File: src/common/upis_defines.svh
// named offsets, bit positions, reset values and counts of the pipe interrupt status block
// assumes inclusion by the package, the top module and the bench
`ifndef UPIS_DEFINES_SVH
`define UPIS_DEFINES_SVH
// register indices, byte address is four times the index
`define UPIS_IDX_MAIN_STATUS   8'h40
`define UPIS_IDX_READY_FLAGS   8'h46
`define UPIS_IDX_NOT_READY_SUMMARY_FLAGS    8'h48
`define UPIS_IDX_EMPTY_FLAGS   8'h4A
`define UPIS_IDX_READY_ENABLE  8'h36
`define UPIS_IDX_NOT_READY_SUMMARY_ENABLE   8'h38
`define UPIS_IDX_EMPTY_ENABLE  8'h3A
`define UPIS_IDX_MODE_CTRL     8'h30
`define UPIS_IDX_PIPE_DIR      8'h32
`define UPIS_IDX_EOT_MODE      8'h34
// main status fields
`define UPIS_BIT_STATE_FLAG    12
`define UPIS_BIT_STAGE_FLAG    11
`define UPIS_BIT_EMPTY_SUM     10
`define UPIS_BIT_NOT_READY_SUMMARY_SUM      9
`define UPIS_BIT_READY_SUM     8
`define UPIS_LSB_STATE_FIELD   4
`define UPIS_LSB_STAGE_FIELD   0
// mode control fields
`define UPIS_BIT_READY_MODE    0
`define UPIS_BIT_INT_LEVEL     1
// reset values and sizes
`define UPIS_NUM_PIPES         10
`define UPIS_REG_WIDTH         16
`define UPIS_RST_STATE_FIELD   3'h0
`define UPIS_RST_STAGE_FIELD   3'h0
`endif

File: src/common/upis_pkg.sv
// types of the pipe interrupt status block
// assumes upis_defines.svh is on the include path
`include "upis_defines.svh"
package upis_pkg;
  typedef enum logic [2:0] {
    UPIS_DEV_POWERED    = 3'h0,
    UPIS_DEV_DEFAULT    = 3'h1,
    UPIS_DEV_ADDRESS    = 3'h2,
    UPIS_DEV_CONFIGURED = 3'h3,
    UPIS_DEV_SUSPENDED  = 3'h4
  } upis_dev_state_type;

  typedef enum logic [1:0] {
    UPIS_BUS_WAIT = 2'h1,
    UPIS_BUS_DONE = 2'h2
  } upis_bus_state_type;

  // usb-side events, strobes are one-cycle pulses
  typedef struct packed {
    logic       state_change;
    logic [2:0] usb_state_field;
    logic       stage_change;
    logic [2:0] control_stage_field;
    logic       status_stage;
    logic       port_ready_flag;
    logic       received_length_zero;
  } upis_usb_ev_type;

  // per-pipe events, one bit per pipe, pulses except buffer_access and cpu_busy
  typedef struct packed {
    logic [`UPIS_NUM_PIPES-1:0] packet_done;
    logic [`UPIS_NUM_PIPES-1:0] short_packet;
    logic [`UPIS_NUM_PIPES-1:0] count_reached;
    logic [`UPIS_NUM_PIPES-1:0] pid_mismatch;
    logic [`UPIS_NUM_PIPES-1:0] buffer_full;
    logic [`UPIS_NUM_PIPES-1:0] iso_flush;
    logic [`UPIS_NUM_PIPES-1:0] pipe_auto_clear;
    logic [`UPIS_NUM_PIPES-1:0] cpu_busy;
    logic [`UPIS_NUM_PIPES-1:0] transfer_read_done;
    logic [`UPIS_NUM_PIPES-1:0] zlp_empty;
    logic [`UPIS_NUM_PIPES-1:0] cpu_buffer_flush;
    logic [`UPIS_NUM_PIPES-1:0] empty_event;
    logic [`UPIS_NUM_PIPES-1:0] notready_event;
    logic [`UPIS_NUM_PIPES-1:0] buffer_access_flag;
  } upis_pipe_ev_type;
endpackage : upis_pkg

File: src/rtl/upis_top.sv
// interrupt status flags, per-pipe flags and summaries of a usb peripheral controller
// assumes avalon-mm master with waitrequest, all inputs synchronous to clock_in
`timescale 1ns/1ps
`include "upis_defines.svh"
module upis_top #(
  parameter int NUM_PIPES = `UPIS_NUM_PIPES
) (
  input  wire logic                      clock_in,
  input  wire logic                      rst_in,
  input  wire logic [9:0]                avs_address_in,
  input  wire logic                      avs_read_in,
  input  wire logic                      avs_write_in,
  input  wire logic [31:0]               avs_writedata_in,
  input  wire logic [3:0]                avs_byteenable_in,
  input  wire upis_pkg::upis_usb_ev_type  usb_ev_in,
  input  wire upis_pkg::upis_pipe_ev_type pipe_ev_in,
  output logic [31:0]                    avs_readdata_out,
  output logic                           avs_waitrequest_out,
  output logic                           int_n_out
);
  localparam int W = `UPIS_REG_WIDTH;

  if (NUM_PIPES != `UPIS_NUM_PIPES) begin : g_bad_pipes
    $error("upis_top: NUM_PIPES must match the event struct width");
  end

  upis_pkg::upis_bus_state_type bus_state;
  logic [2:0]           usb_state_field;
  logic [2:0]           control_stage_field;
  logic                 state_change_flag;
  logic                 stage_change_flag;
  logic                 buffer_empty_summary;
  logic                 not_ready_summary;
  logic                 ready_summary;
  logic [NUM_PIPES-1:0] per_pipe_empty_flag;
  logic [NUM_PIPES-1:0] per_pipe_notready_flag;
  logic [NUM_PIPES-1:0] per_pipe_ready_flag;
  logic [NUM_PIPES-1:0] per_pipe_empty_enable;
  logic [NUM_PIPES-1:0] per_pipe_notready_enable;
  logic [NUM_PIPES-1:0] per_pipe_ready_enable;
  logic [NUM_PIPES-1:0] pipe_dir;
  logic [NUM_PIPES-1:0] end_of_transfer_mode;
  logic [NUM_PIPES-1:0] dir_prev;
  logic [NUM_PIPES-1:0] ready_pending;
  logic [NUM_PIPES-1:0] zlp_hold;
  logic [NUM_PIPES-1:0] ready_int_mask;
  logic                 ready_mode_select;
  logic                 interrupt_output_level_sel;
  logic                 any_int_prev;
  logic                 any_int;
  logic                 bus_done;
  logic                 wr_done;
  logic [7:0]           reg_index;
  logic [W-1:0]         wr_lanes;
  logic [W-1:0]         wr_data;
  logic [W-1:0]         clr_mask;
  logic [W-1:0]         rd_word;
  logic [W-1:0]         main_word;

  assign reg_index = avs_address_in[9:2];
  assign bus_done  = (bus_state == upis_pkg::UPIS_BUS_DONE);
  assign wr_done   = bus_done && avs_write_in;
  assign wr_lanes  = {{8{avs_byteenable_in[1]}}, {8{avs_byteenable_in[0]}}};
  assign wr_data   = avs_writedata_in[W-1:0];
  // lanes not enabled count as written ones, so they clear nothing
  assign clr_mask  = ~wr_data & wr_lanes;

  // bus slave: one wait cycle, then the access completes at the low-waitrequest edge
  always_ff @(posedge clock_in) begin
    if (rst_in) begin
      bus_state           <= upis_pkg::UPIS_BUS_WAIT;
      avs_waitrequest_out <= 1'b1;
    end else begin
      case (bus_state)
        upis_pkg::UPIS_BUS_WAIT: begin
          if (avs_read_in || avs_write_in) begin
            bus_state           <= upis_pkg::UPIS_BUS_DONE;
            avs_waitrequest_out <= 1'b0;
          end
        end
        upis_pkg::UPIS_BUS_DONE: begin
          bus_state           <= upis_pkg::UPIS_BUS_WAIT;
          avs_waitrequest_out <= 1'b1;
        end
        default: begin
          bus_state           <= upis_pkg::UPIS_BUS_WAIT;
          avs_waitrequest_out <= 1'b1;
        end
      endcase
    end
  end

  always_comb begin
    main_word = '0;
    main_word[`UPIS_BIT_STATE_FLAG] = state_change_flag;
    main_word[`UPIS_BIT_STAGE_FLAG] = stage_change_flag;
    main_word[`UPIS_BIT_EMPTY_SUM]  = buffer_empty_summary;
    main_word[`UPIS_BIT_NOT_READY_SUMMARY_SUM]   = not_ready_summary;
    main_word[`UPIS_BIT_READY_SUM]  = ready_summary;
    main_word[`UPIS_LSB_STATE_FIELD +: 3] = usb_state_field;
    main_word[`UPIS_LSB_STAGE_FIELD +: 3] = control_stage_field;
  end

  // unassigned high bits and unmapped addresses read zero
  always_comb begin
    rd_word = '0;
    case (reg_index)
      `UPIS_IDX_MAIN_STATUS:  rd_word = main_word;
      `UPIS_IDX_READY_FLAGS:  rd_word[NUM_PIPES-1:0] = per_pipe_ready_flag;
      `UPIS_IDX_NOT_READY_SUMMARY_FLAGS:   rd_word[NUM_PIPES-1:0] = per_pipe_notready_flag;
      `UPIS_IDX_EMPTY_FLAGS:  rd_word[NUM_PIPES-1:0] = per_pipe_empty_flag;
      `UPIS_IDX_READY_ENABLE: rd_word[NUM_PIPES-1:0] = per_pipe_ready_enable;
      `UPIS_IDX_NOT_READY_SUMMARY_ENABLE:  rd_word[NUM_PIPES-1:0] = per_pipe_notready_enable;
      `UPIS_IDX_EMPTY_ENABLE: rd_word[NUM_PIPES-1:0] = per_pipe_empty_enable;
      `UPIS_IDX_PIPE_DIR:     rd_word[NUM_PIPES-1:0] = pipe_dir;
      `UPIS_IDX_EOT_MODE:     rd_word[NUM_PIPES-1:0] = end_of_transfer_mode;
      `UPIS_IDX_MODE_CTRL: begin
        rd_word[`UPIS_BIT_READY_MODE] = ready_mode_select;
        rd_word[`UPIS_BIT_INT_LEVEL]  = interrupt_output_level_sel;
      end
      default: rd_word = '0;
    endcase
  end

  // read data is captured on the edge that drops waitrequest and stands while it is low
  always_ff @(posedge clock_in) begin
    if (rst_in) begin
      avs_readdata_out <= 32'h0;
    end else if (!bus_done && avs_read_in) begin
      avs_readdata_out <= {16'h0, rd_word};
    end
  end

  // plain control registers
  always_ff @(posedge clock_in) begin
    if (rst_in) begin
      per_pipe_empty_enable      <= '0;
      per_pipe_notready_enable   <= '0;
      per_pipe_ready_enable      <= '0;
      pipe_dir                   <= '0;
      end_of_transfer_mode       <= '0;
      ready_mode_select          <= 1'b0;
      interrupt_output_level_sel <= 1'b0;
    end else if (wr_done && avs_byteenable_in[0]) begin
      case (reg_index)
        `UPIS_IDX_READY_ENABLE: per_pipe_ready_enable    <= wr_data[NUM_PIPES-1:0];
        `UPIS_IDX_NOT_READY_SUMMARY_ENABLE:  per_pipe_notready_enable <= wr_data[NUM_PIPES-1:0];
        `UPIS_IDX_EMPTY_ENABLE: per_pipe_empty_enable    <= wr_data[NUM_PIPES-1:0];
        `UPIS_IDX_PIPE_DIR:     pipe_dir                 <= wr_data[NUM_PIPES-1:0];
        `UPIS_IDX_EOT_MODE:     end_of_transfer_mode     <= wr_data[NUM_PIPES-1:0];
        `UPIS_IDX_MODE_CTRL: begin
          ready_mode_select          <= wr_data[`UPIS_BIT_READY_MODE];
          interrupt_output_level_sel <= wr_data[`UPIS_BIT_INT_LEVEL];
        end
        default: begin
        end
      endcase
    end
  end

  // state and stage transition flags; an event in the clearing cycle wins
  always_ff @(posedge clock_in) begin
    if (rst_in) begin
      usb_state_field     <= `UPIS_RST_STATE_FIELD;
      control_stage_field <= `UPIS_RST_STAGE_FIELD;
      state_change_flag   <= 1'b0;
      stage_change_flag   <= 1'b0;
    end else begin
      if (usb_ev_in.state_change) begin
        usb_state_field   <= usb_ev_in.usb_state_field;
        state_change_flag <= 1'b1;
      end else if (wr_done && reg_index == `UPIS_IDX_MAIN_STATUS
                   && clr_mask[`UPIS_BIT_STATE_FLAG]) begin
        state_change_flag <= 1'b0;
      end
      if (usb_ev_in.stage_change) begin
        control_stage_field <= usb_ev_in.control_stage_field;
        stage_change_flag   <= 1'b1;
      end else if (wr_done && reg_index == `UPIS_IDX_MAIN_STATUS
                   && clr_mask[`UPIS_BIT_STAGE_FLAG]) begin
        stage_change_flag <= 1'b0;
      end
    end
  end

  // summaries are recomputed every cycle and take no bus write
  always_ff @(posedge clock_in) begin
    if (rst_in) begin
      buffer_empty_summary <= 1'b0;
      not_ready_summary    <= 1'b0;
      ready_summary        <= 1'b0;
    end else begin
      buffer_empty_summary <= |(per_pipe_empty_flag & per_pipe_empty_enable);
      not_ready_summary    <= |(per_pipe_notready_flag & per_pipe_notready_enable);
      ready_summary <= |(per_pipe_ready_flag & per_pipe_ready_enable & ready_int_mask);
    end
  end

  for (genvar i = 0; i < NUM_PIPES; i++) begin : g_pipe
    logic tx_pipe;
    logic writable;
    logic raw_tx;
    logic raw_rx;
    logic raw_eot;
    logic raw_trig;
    logic fire;
    logic clr_ready;
    logic clr_empty;
    logic clr_not_ready_summary;

    assign writable = pipe_ev_in.buffer_access_flag[i];
    // the default control pipe never raises a transmit trigger
    assign tx_pipe  = pipe_dir[i] && (i != 0);
    assign raw_tx   = tx_pipe && ((pipe_dir[i] && !dir_prev[i])
                      || (pipe_ev_in.packet_done[i] && !writable)
                      || pipe_ev_in.iso_flush[i]
                      || (pipe_ev_in.pipe_auto_clear[i] && !writable));
    assign raw_rx   = !pipe_dir[i] && pipe_ev_in.packet_done[i]
                      && !pipe_ev_in.pid_mismatch[i]
                      && (pipe_ev_in.buffer_full[i] || pipe_ev_in.short_packet[i]
                          || pipe_ev_in.count_reached[i]);
    assign raw_eot  = !pipe_dir[i] && (pipe_ev_in.transfer_read_done[i]
                      || (pipe_ev_in.zlp_empty[i] && usb_ev_in.port_ready_flag
                          && usb_ev_in.received_length_zero));
    assign raw_trig = end_of_transfer_mode[i] ? raw_eot : (raw_tx || raw_rx);
    // a trigger seen while the cpu holds the other side waits for it to finish
    assign fire = (raw_trig || ready_pending[i]) && !pipe_ev_in.cpu_busy[i]
                  && !usb_ev_in.status_stage;
    assign clr_ready = wr_done && reg_index == `UPIS_IDX_READY_FLAGS
                       && clr_mask[i] && !ready_mode_select;
    assign clr_empty = wr_done && reg_index == `UPIS_IDX_EMPTY_FLAGS && clr_mask[i];
    assign clr_not_ready_summary  = wr_done && reg_index == `UPIS_IDX_NOT_READY_SUMMARY_FLAGS && clr_mask[i];
    assign ready_int_mask[i] = !(ready_mode_select && pipe_dir[i] && (i == 0));

    always_ff @(posedge clock_in) begin
      if (rst_in) begin
        dir_prev[i]      <= 1'b0;
        ready_pending[i] <= 1'b0;
      end else begin
        dir_prev[i] <= pipe_dir[i];
        if (ready_mode_select || fire) begin
          ready_pending[i] <= 1'b0;
        end else if (raw_trig && !usb_ev_in.status_stage) begin
          ready_pending[i] <= 1'b1;
        end
      end
    end

    always_ff @(posedge clock_in) begin
      if (rst_in) begin
        zlp_hold[i] <= 1'b0;
      end else if (!ready_mode_select || pipe_ev_in.cpu_buffer_flush[i]) begin
        zlp_hold[i] <= 1'b0;
      end else if (pipe_ev_in.zlp_empty[i]) begin
        zlp_hold[i] <= 1'b1;
      end
    end

    always_ff @(posedge clock_in) begin
      if (rst_in) begin
        per_pipe_ready_flag[i] <= 1'b0;
      end else if (ready_mode_select) begin
        per_pipe_ready_flag[i] <= writable || zlp_hold[i];
      end else if (fire) begin
        per_pipe_ready_flag[i] <= 1'b1;
      end else if (clr_ready) begin
        per_pipe_ready_flag[i] <= 1'b0;
      end
    end

    always_ff @(posedge clock_in) begin
      if (rst_in) begin
        per_pipe_empty_flag[i]    <= 1'b0;
        per_pipe_notready_flag[i] <= 1'b0;
      end else begin
        if (pipe_ev_in.empty_event[i]) begin
          per_pipe_empty_flag[i] <= 1'b1;
        end else if (clr_empty) begin
          per_pipe_empty_flag[i] <= 1'b0;
        end
        if (pipe_ev_in.notready_event[i]) begin
          per_pipe_notready_flag[i] <= 1'b1;
        end else if (clr_not_ready_summary) begin
          per_pipe_notready_flag[i] <= 1'b0;
        end
      end
    end
  end

  // level mode holds the pin low; edge mode gives one low cycle only when a request appears while none was pending
  assign any_int = state_change_flag || stage_change_flag || buffer_empty_summary
                   || not_ready_summary || ready_summary;

  always_ff @(posedge clock_in) begin
    if (rst_in) begin
      any_int_prev <= 1'b0;
      int_n_out    <= 1'b1;
    end else begin
      any_int_prev <= any_int;
      if (interrupt_output_level_sel) begin
        int_n_out <= !any_int;
      end else begin
        int_n_out <= !(any_int && !any_int_prev);
      end
    end
  end
endmodule : upis_top

File: config.mk
export PLATFORM = sky130hd
export DESIGN_NAME = upis_top
export DESIGN_NICKNAME = d
export VERILOG_FILES = /design/src/common/upis_pkg.sv /design/src/rtl/upis_top.sv
export VERILOG_INCLUDE_DIRS = /design/src /design/src/common
export SDC_FILE = /design/constraint.sdc
export NUM_CORES = 1
export LEC_CHECK = 0
export ABC_AREA = 1
export BUFFER_PORTS_ARGS = -buffer_cell sky130_fd_sc_hd__buf_4
export CORE_MARGIN = 4
export CORE_UTILIZATION = 51
export DETAILED_ROUTE_END_ITERATION = 10
export GPL_ROUTABILITY_DRIVEN = 0
export PLACE_DENSITY_LB_ADDON = 0.05
export SETUP_SLACK_MARGIN = 0.15
export SLEW_MARGIN = 20
export SYNTH_ARGS = -nofsm -noshare
export SYNTH_HDL_FRONTEND = slang
export SYNTH_SLANG_ARGS = --single-unit
File: constraint.sdc
create_clock -name clock_in -period 1.7 [get_ports clock_in]
set_input_delay 0.34 -clock clock_in [delete_from_list [all_inputs] [get_ports clock_in]]
set_output_delay 0.34 -clock clock_in [all_outputs]
set_load 0.05 [all_outputs]
=== Yosys cells after proc, flatten, opt, wreduce, memory -nomap -nowiden ===
Cells that the tools add are included.

* Bits in registers: 143
* Input port bits: 201
* Output and inout bits: 34
* Word-level logic and storage cells: 590

* Equal/unequal tests: 12
* Muxes and demuxes: 88
* Bitwise gates (word level): 7
* Reduce and logical (&&, ||, !) cells: 405

{| class="wikitable"
|+ Operators with widths
! cell !! number
|-
| $logic_and 1x1->1 || 177
|-
| $logic_or 1x1->1 || 111
|-
| $mux 1 || 85
|-
| $pmux 8 s9 || 1
|-
| $logic_not 1->1 || 55
|-
| $eq 8x6->1 const B || 6
|-
| $reduce_bool 2->1 || 22
|-
| $reduce_or 2->1 || 21
|-
| $and 10x10->10 || 4
|-
| $eq 8x7->1 const B || 4
|-
| $reduce_bool 3->1 || 10
|-
| $reduce_or 10->1 || 3
|-
| $pmux 2 s10 || 1
|-
| $and 13x13->13 || 1
|-
| $not 13->13 || 1
|-
| $reduce_and 2->1 || 6
|-
| $mux 3 || 1
|-
| $eq 2x1->1 const B || 1
|-
| $eq 2x2->1 const B || 1
|-
| $not 1->1 || 1
|}

=== Longest topological paths before layout ===
Gate-level depths: netlist of the first run.

* Depth in word-level cells: 13
* Mapped depth: 11
* Depth with buffers taken out: 11

=== Least setup slack after synthesis of the first run ===
OpenSTA, ideal clock, no wires.

* Kind: register to register
* Start: register bus_state[0]
* End: register per_pipe_ready_enable[0]
* Setup time: 0.064 ns
* Data arrival time: 1.536 ns
* Required time: 1.636 ns
* Path slack: 0.100 ns
* Stages on the path, launching flop included: 10
* Path buffers: 1
* Period minus slack after synthesis: 1.600 ns
* Path through: dfxtp_1 -> inv_1 -> nand3_4 -> nor2_2 -> inv_2 -> nor2_4 -> inv_2 -> clkbuf_8 -> nor2_1 -> nor2_1

* Word-level cells in the longest chain between the ends: 4

{| class="wikitable"
|+ Ends and longest elaborated chain
! element !! RTL line !! source
|-
| from (decl) || upis_top.sv:27 || <nowiki>upis_pkg::upis_bus_state_type bus_state;</nowiki>
|-
| from (signal assigned) || upis_top.sv:71 || <nowiki>bus_state <= upis_pkg::UPIS_BUS_WAIT;</nowiki>
|-
| from (signal assigned) || upis_top.sv:77 || <nowiki>bus_state <= upis_pkg::UPIS_BUS_DONE;</nowiki>
|-
| from (signal assigned) || upis_top.sv:82 || <nowiki>bus_state <= upis_pkg::UPIS_BUS_WAIT;</nowiki>
|-
| $eq 2x2->1 || upis_top.sv:61 || <nowiki>assign bus_done = (bus_state == upis_pkg::UPIS_BUS_DONE);</nowiki>
|-
| $logic_and 1x1->1 || upis_top.sv:62 || <nowiki>assign wr_done = bus_done && avs_write_in;</nowiki>
|-
| $logic_and 1x1->1 || upis_top.sv:144 || <nowiki>end else if (wr_done && avs_byteenable_in[0]) begin</nowiki>
|-
| $reduce_and 2->1 (no line) || -- ||
|-
| to (signal assigned) || upis_top.sv:146 || <nowiki>`UPIS_IDX_READY_ENABLE: per_pipe_ready_enable <= wr_data[NUM_PIPES-1:0];</nowiki>
|-
| to (decl) || upis_top.sv:40 || <nowiki>logic [NUM_PIPES-1:0] per_pipe_ready_enable;</nowiki>
|}

No other way between the ends.
A chain may end at the register's enable or synchronous reset.

=== Worst setup path in the final report of the first run ===
* Start: register bus_state[0]
* End: register end_of_transfer_mode[7]

* Word-level cells in the longest chain between the ends: 4

{| class="wikitable"
|+ Ends and longest elaborated chain
! element !! RTL line !! source
|-
| $eq 2x2->1 || upis_top.sv:61 ||
|-
| $logic_and 1x1->1 || upis_top.sv:62 ||
|-
| $logic_and 1x1->1 || upis_top.sv:144 ||
|-
| $reduce_and 2->1 (no line) || -- ||
|-
| to (signal assigned) || upis_top.sv:150 || <nowiki>`UPIS_IDX_EOT_MODE: end_of_transfer_mode <= wr_data[NUM_PIPES-1:0];</nowiki>
|-
| to (decl) || upis_top.sv:42 || <nowiki>logic [NUM_PIPES-1:0] end_of_transfer_mode;</nowiki>
|}

No other way between the ends.

==> results of run 1 <==
[through the flow]
stage	instances	area [um2]
6_report	1465	9490
5_1_grt	1465	9490
4_1_cts	1463	9460
3_5_place_dp	1431	8750
3_3_place_gp	1431	8750
2_1_floorplan	1084	7110
[cells by family (layout without fill, tap and decap cells)]
group / count (synthesis) / in the layout / share of synthesized area, %
AND/OR/NAND/NOR: 559 / 559 / 34.7
AO/OA/AOI/OAI: 192 / 192 / 14.2
buffers and inverters: 175 / 380 / 11.5
flip-flops: 139 / 139 / 39.5
other: 1 / 19 / 0.0533
[layout by cell type, fill, tap and decap left out, types with 7 or more instances in the layout]
| master | instances |
|---|---|
| buf_4 | 223 |
| nor2_1 | 216 |
| nand2_1 | 186 |
| dfxtp_1 | 138 |
| inv_1 | 110 |
| nand3_1 | 90 |
| o21ai_0 | 86 |
| a21oi_1 | 85 |
| nor3_1 | 21 |
| conb_1 | 19 |
| clkbuf_16 | 17 |
| nand4_1 | 11 |
| nand2_2 | 10 |
| nor2_4 | 9 |
| o21ai_1 | 8 |
| inv_2 | 7 |
| bufinv_16 | 7 |
| buf_12 | 7 |
[layer usage]
metal	global-route usage, %	wire [um]
met3	6.31	1810
met4	9.89	575
met2	47.2	10800
met5	0	0
met1	35.8	9360
[area by class of cell]
type	instances	area share (%)
multi-input combinational	770	37.1
sequential	139	29.3
timing repair buffer	230	19.1
clock buffer	20	4.92
inverter	118	4.67
clock inverter	12	2.53
tap	176	2.32
[critical path, cell delays in order (launching register included)]
cell     delay (ns)
dfxtp_2        0.31
inv_1          0.12
nand3_4        0.13
nor2_2         0.13
inv_2          0.13
nor2_4         0.12
inv_2          0.13
o21ai_0        0.18
a21oi_1        0.07
[power groups by stage]
stage	sequential (uW)	clock [uW]	combinational, uW
6_report	3410	4420	929
5_1_grt	3410	4570	1020
4_1_cts	3400	4440	922
3_5_place_dp	3470	0	915
3_3_place_gp	3470	0	904
2_1_floorplan	3480	0	453
[worst paths after layout]
check,from,depth (start not counted),endpoint
worst min register to register,per_pipe_notready_enable[6],2,per_pipe_notready_enable[6]
worst max register to register,bus_state[0],8,end_of_transfer_mode[7]
worst max-delay path,bus_state[0],8,end_of_transfer_mode[7]
worst min-delay path,pipe_ev_in[36],2,zlp_hold[6]
[cell usage after synthesis]
library cell,n
nor2_2,3
o21bai_1,3
o21ai_1,2
nor3b_1,4
or2_2,1
buf_6,7
nor2_8,2
inv_1,110
o41ai_1,1
o31ai_1,2
a31oi_1,1
nand3b_1,4
clkbuf_1,19
clkinv_1,1
a21oi_1,85
conb_1,1
nand2_1,186
nor4_1,1
buf_1,2
nand2_2,10
buf_2,7
clkbuf_8,1
a221oi_1,5
nor3_1,21
a32oi_1,1
buf_4,21
inv_2,7
nand4_1,11
o21ai_0,92
nand3_4,1
nand3_1,90
nor2_1,216
nor2_4,9
dfxtp_1,139
[registers in the layout (all words and copies together) (netlist names), 10 cells and up]
signal	flops
zlp_hold	10
per_pipe_notready_enable	10
per_pipe_empty_enable	10
pipe_dir	10
per_pipe_empty_flag	10
per_pipe_notready_flag	10
end_of_transfer_mode	10
avs_readdata_out	13
per_pipe_ready_flag	10
per_pipe_ready_enable	10
ready_pending	10
[timing repair]
action / CTS / global route
gates resized for setup: 0 / 6
endpoints found under the setup margin: 0 / 39
setup buffers: 0 / 2
==> impl_metrics.json, run 1 <==
{
  "status": "completed",
  "rsz0062_at_grt": "false",
  "layout-drive-gt1-share_pct": 23.0,
  "die_h_um": 125,
  "p_seq_share_pct": 38.9,
  "timing.final.crit_share_pct": 85.4,
  "multi_input_area_um2": 3520,
  "worst_slack_ns": 0.248,
  "yosysTopAreaCell": "dfxtp_1",
  "final_antenna_net_count": 0,
  "p_int_uw": 6770,
  "area_growth_pct": 34.7,
  "viasPerCell": 5.21,
  "maxCapViolCount": 0,
  "power_density_nw_per_um2": 923,
  "path_max_fanout": 16,
  "syn_area_per_cell_um2": 6.60,
  "worst_setup_path_start_kind": "flip-flop",
  "vias": 7635,
  "fillers": 1198,
  "dr.pass1.iters": 5,
  "grt_pass1_vias": 7302,
  "r2r_slack_ns": 0.25,
  "period_minus_slack_ns": 1.45,
  "maxSlewViolCount": 0,
  "p_sw_share_pct": 22.7,
  "register_area_um2": 2780,
  "ys_seq_elements": 139,
  "synth_top_cell_area_share_pct": 39.5,
  "io_buffers": 189,
  "die_area_um2": 15700,
  "clk_pin_slew_ns": 0.06,
  "setup_tns_ns": 0,
  "ir_drop_v": 0.000665,
  "setup_viol": 0,
  "fp-row-count": 42,
  "core_area_um2": 13400,
  "dpl_worst_slack_ns": -0.0317,
  "grt_max_degree": 74,
  "synth_cells": 1066,
  "cts_tree": "yes",
  "hpwlAfterDp_mm": 16.9,
  "syn-cell-area_um2": 7040,
  "drc": 0,
  "whs_ns": 0.0714,
  "fmax_mhz": 689,
  "power.switching_uw": 1990,
  "grt_pass1_wl_mm": 35.7,
  "clock_path_buffers": 2,
  "p_leak_uw": 0.00450,
  "hold_viol_final": 0,
  "holdBufCountCts": 0,
  "p_clk_share_pct": 50.5,
  "cts_root_buf": "clkbuf_16",
  "crit_arrival_ns": 1.75,
  "fin_util_pct": 70.8,
  "avgRoutedWirePerCell_um": 15.4,
  "cts-buffers-inserted": 17,
  "path_class": "flip-flop to flip-flop",
  "routed_wl_mm": 22.6,
  "synth.distinct_cells": 34,
  "finish.net_count": 1477,
  "finalPower_uw": 8760,
  "first_iter_violations": 668,
  "cts.sinks": 139,
  "gr-total-overflow": 0,
  "cp-end-kind": "flip-flop",
  "antenna_found_initial": 0,
  "required_ns": 2.00,
  "num_antenna_cells": 0,
  "synth-seq-area-share_pct": 39.5,
  "start_util_pct": 52.5,
  "die_x_um": 125,
  "io_pins": 235,
  "fin_worst_skew_ns": 0.00863,
  "ys_top_cells_by_area": "dfxtp_1, nor2_1, nand2_1",
  "yosys_warnings": 0,
  "hold_class": "input port to flip-flop",
  "cts_max_level": 4,
  "insertion_delay_ns": 0.43,
  "track_usage_pct": 28.2,
  "power_frac_comb_pct": 10.6
}
Note: power is estimated with default switching activity, not from simulation.
==> run 2: changes to the inputs <==
==> constraint.sdc (replaced) <==
create_clock -name clock_in -period 1.39 [get_ports clock_in]
set_input_delay 0.278 -clock clock_in [delete_from_list [all_inputs] [get_ports clock_in]]
set_output_delay 0.278 -clock clock_in [all_outputs]
set_load 0.05 [all_outputs]
==> run 2 against run 1 <==
Compared with the run above: the run now ends with negative setup slack left; flip-flop and latch count is the same; via count grew 7.6%; clock skew grew 0.00079 ns; combinational power grew 41%; die area is the same; sequential power grew 22%; register-to-register slack lost 0.29 ns; clock power grew 13%; critical path depth is the same; critical path type unchanged; largest power group unchanged; highest routed layer unchanged.
==> impl_metrics.json, run 2 (synthesis results as in run 1) <==
{
  "status": "finished, violations left",
  "violations": "negative setup slack",
  "die_h_um": 125,
  "viasPerCell": 5.43,
  "start_util_pct": 52.5,
  "drc": 0,
  "hold_class": "input port to flip-flop",
  "period_minus_slack_ns": 1.43,
  "required_ns": 1.71,
  "crit_arrival_ns": 1.74,
  "avgRoutedWirePerCell_um": 16.4,
  "clock_path_buffers": 2,
  "top_register": "avs_readdata_out",
  "power_density_nw_per_um2": 1000,
  "worst_setup_path_start_kind": "flip-flop",
  "timing.final.crit_share_pct": 103,
  "whs_ns": 0.00339,
  "setup_viol": 5,
  "dpl_worst_slack_ns": -0.300,
  "cts.sinks": 139,
  "crit_chain": "inv_4, nand3_4, nor2_4, inv_6, nor2_4, inv_2, nor2_1, nor2_1",
  "num_antenna_cells": 0,
  "vias": 8216,
  "mostFrequentLayoutCell": "buf_4",
  "grt_pass1_vias": 7737,
  "rsz0062_at_grt": "true",
  "die_x_um": 125,
  "slowest_delay_ns": 0.35,
  "fin_worst_skew_ns": 0.00942,
  "worst_slack_ns": -0.0387,
  "io_pins": 235,
  "slowest_stage": "dfxtp_4",
  "fin_cells": 1513,
  "path_max_fanout": 7,
  "cp-end-kind": "flip-flop",
  "insertion_delay_ns": 0.43,
  "fmax_mhz": 700,
  "clk_pin_slew_ns": 0.06,
  "cts-buffers-inserted": 17,
  "cts_tree": "yes",
  "layout-drive-gt1-share_pct": 32.8,
  "final_antenna_net_count": 0,
  "path_class": "flip-flop to flip-flop",
  "ir_drop_v": 0.00106,
  "first_iter_violations": 935,
  "finish.net_count": 1525,
  "antenna_found_initial": 0,
  "cp_num_buf_inv": 3,
  "maxSlewViolCount": 0,
  "p_leak_uw": 0.00487,
  "path_delay_family": "simple AND/OR/NAND/NOR gates",
  "routed_wl_mm": 24.8,
  "dr.pass1.iters": 6,
  "hold_viol_final": 0,
  "fp-row-count": 42,
  "io_buffers": 189,
  "cts_max_level": 4,
  "maxCapViolCount": 0,
  "layout_common_cells": "buf_4, nor2_1, nand2_1, dfxtp_1, inv_1",
  "cts_root_buf": "clkbuf_16",
  "grt_max_degree": 49,
  "track_usage_pct": 29.7,
  "place_inst": 1452,
  "fillers": 1035,
  "hpwlAfterDp_mm": 17.6,
  "grt_pass1_wl_mm": 37.9,
  "gr-total-overflow": 0,
  "core_area_um2": 13400,
  "area_growth_pct": 48.4,
  "largest_reg_flops": 13,
  "die_area_um2": 15700
}
## run 2: layout make-up
| cell class | instances | area, um2 | area share, % |
|---|---|---|---|
| Timing Repair Buffer | 276 | 2390 | 22.9 |
| Timing Repair inverter | 1 | 3.75 | 0.0359 |
| Sequential cell | 139 | 2810 | 26.9 |
| Inverter | 118 | 493 | 4.72 |
| Multi-Input combinational cell | 771 | 3880 | 37.1 |
| Tap cell | 176 | 220 | 2.11 |
| Clock buffer | 22 | 494 | 4.73 |
| Clock inverter | 10 | 161 | 1.55 |
## run 2: power by group
part | leakage (uW) | internal, uW | switching (uW)
registers | 0.00114 | 4080 | 87.7
clock network | 0.000314 | 3240 | 1770
logic | 0.00341 | 616 | 697
total | 0.00487 | 7940 | 2550
## run 2: routing by layer
metal / part of all wire (%) / vias up / GRT usage (%)
met1: 39 / 3727 / 36.5
met4: 4.7 / 0 / 13.3
met2: 47 / 469 / 49.5
met3: 9.8 / 91 / 6.87
met5: 0 / - / 0
li1: - / 3929 / -
## run 2: final timing paths
kind / startpoint / to / slack, ns / depth (start not counted)
worst max-delay path: bus_state[0] / per_pipe_notready_enable[9] / -0.04 / 8
worst min-delay path: pipe_ev_in[37] / zlp_hold[7] / 0.003 / 2
worst max register to register: bus_state[0] / per_pipe_notready_enable[9] / -0.04 / 8
worst min register to register: state_change_flag / avs_readdata_out[12] / 0.47 / 2
## run 2: worst register-to-register path, cell delays in order, from the launching register on
cell and delay [ns]:
dfxtp_4 0.35, inv_4 0.06, nand3_4 0.13, nor2_4 0.17, inv_6 0.09, nor2_4 0.18
inv_2 0.14, nor2_1 0.15, nor2_1 0.07
## run 2: through the flow
stage	cell area, um2	util (%)	power, uW	setup TNS [ns]
final	10400	78.0	10500	-0.0894
after global routing	10400	78.0	10800	-1.37
after floorplan	7290	-	4840	0
after global placement	9110	68.0	5430	-14.26
after detailed placement	9110	68.0	5450	-15.88
after CTS	10000	75.0	10400	0
## run 2: what timing repair did
item,in CTS,in global routing
gates resized for setup,72,69
endpoints found under the setup margin,95,111
pin swaps,13,21
buffers inserted,5,16
hold buffers,4,1
gates cloned,1,2
endpoints found under the hold margin,4,1
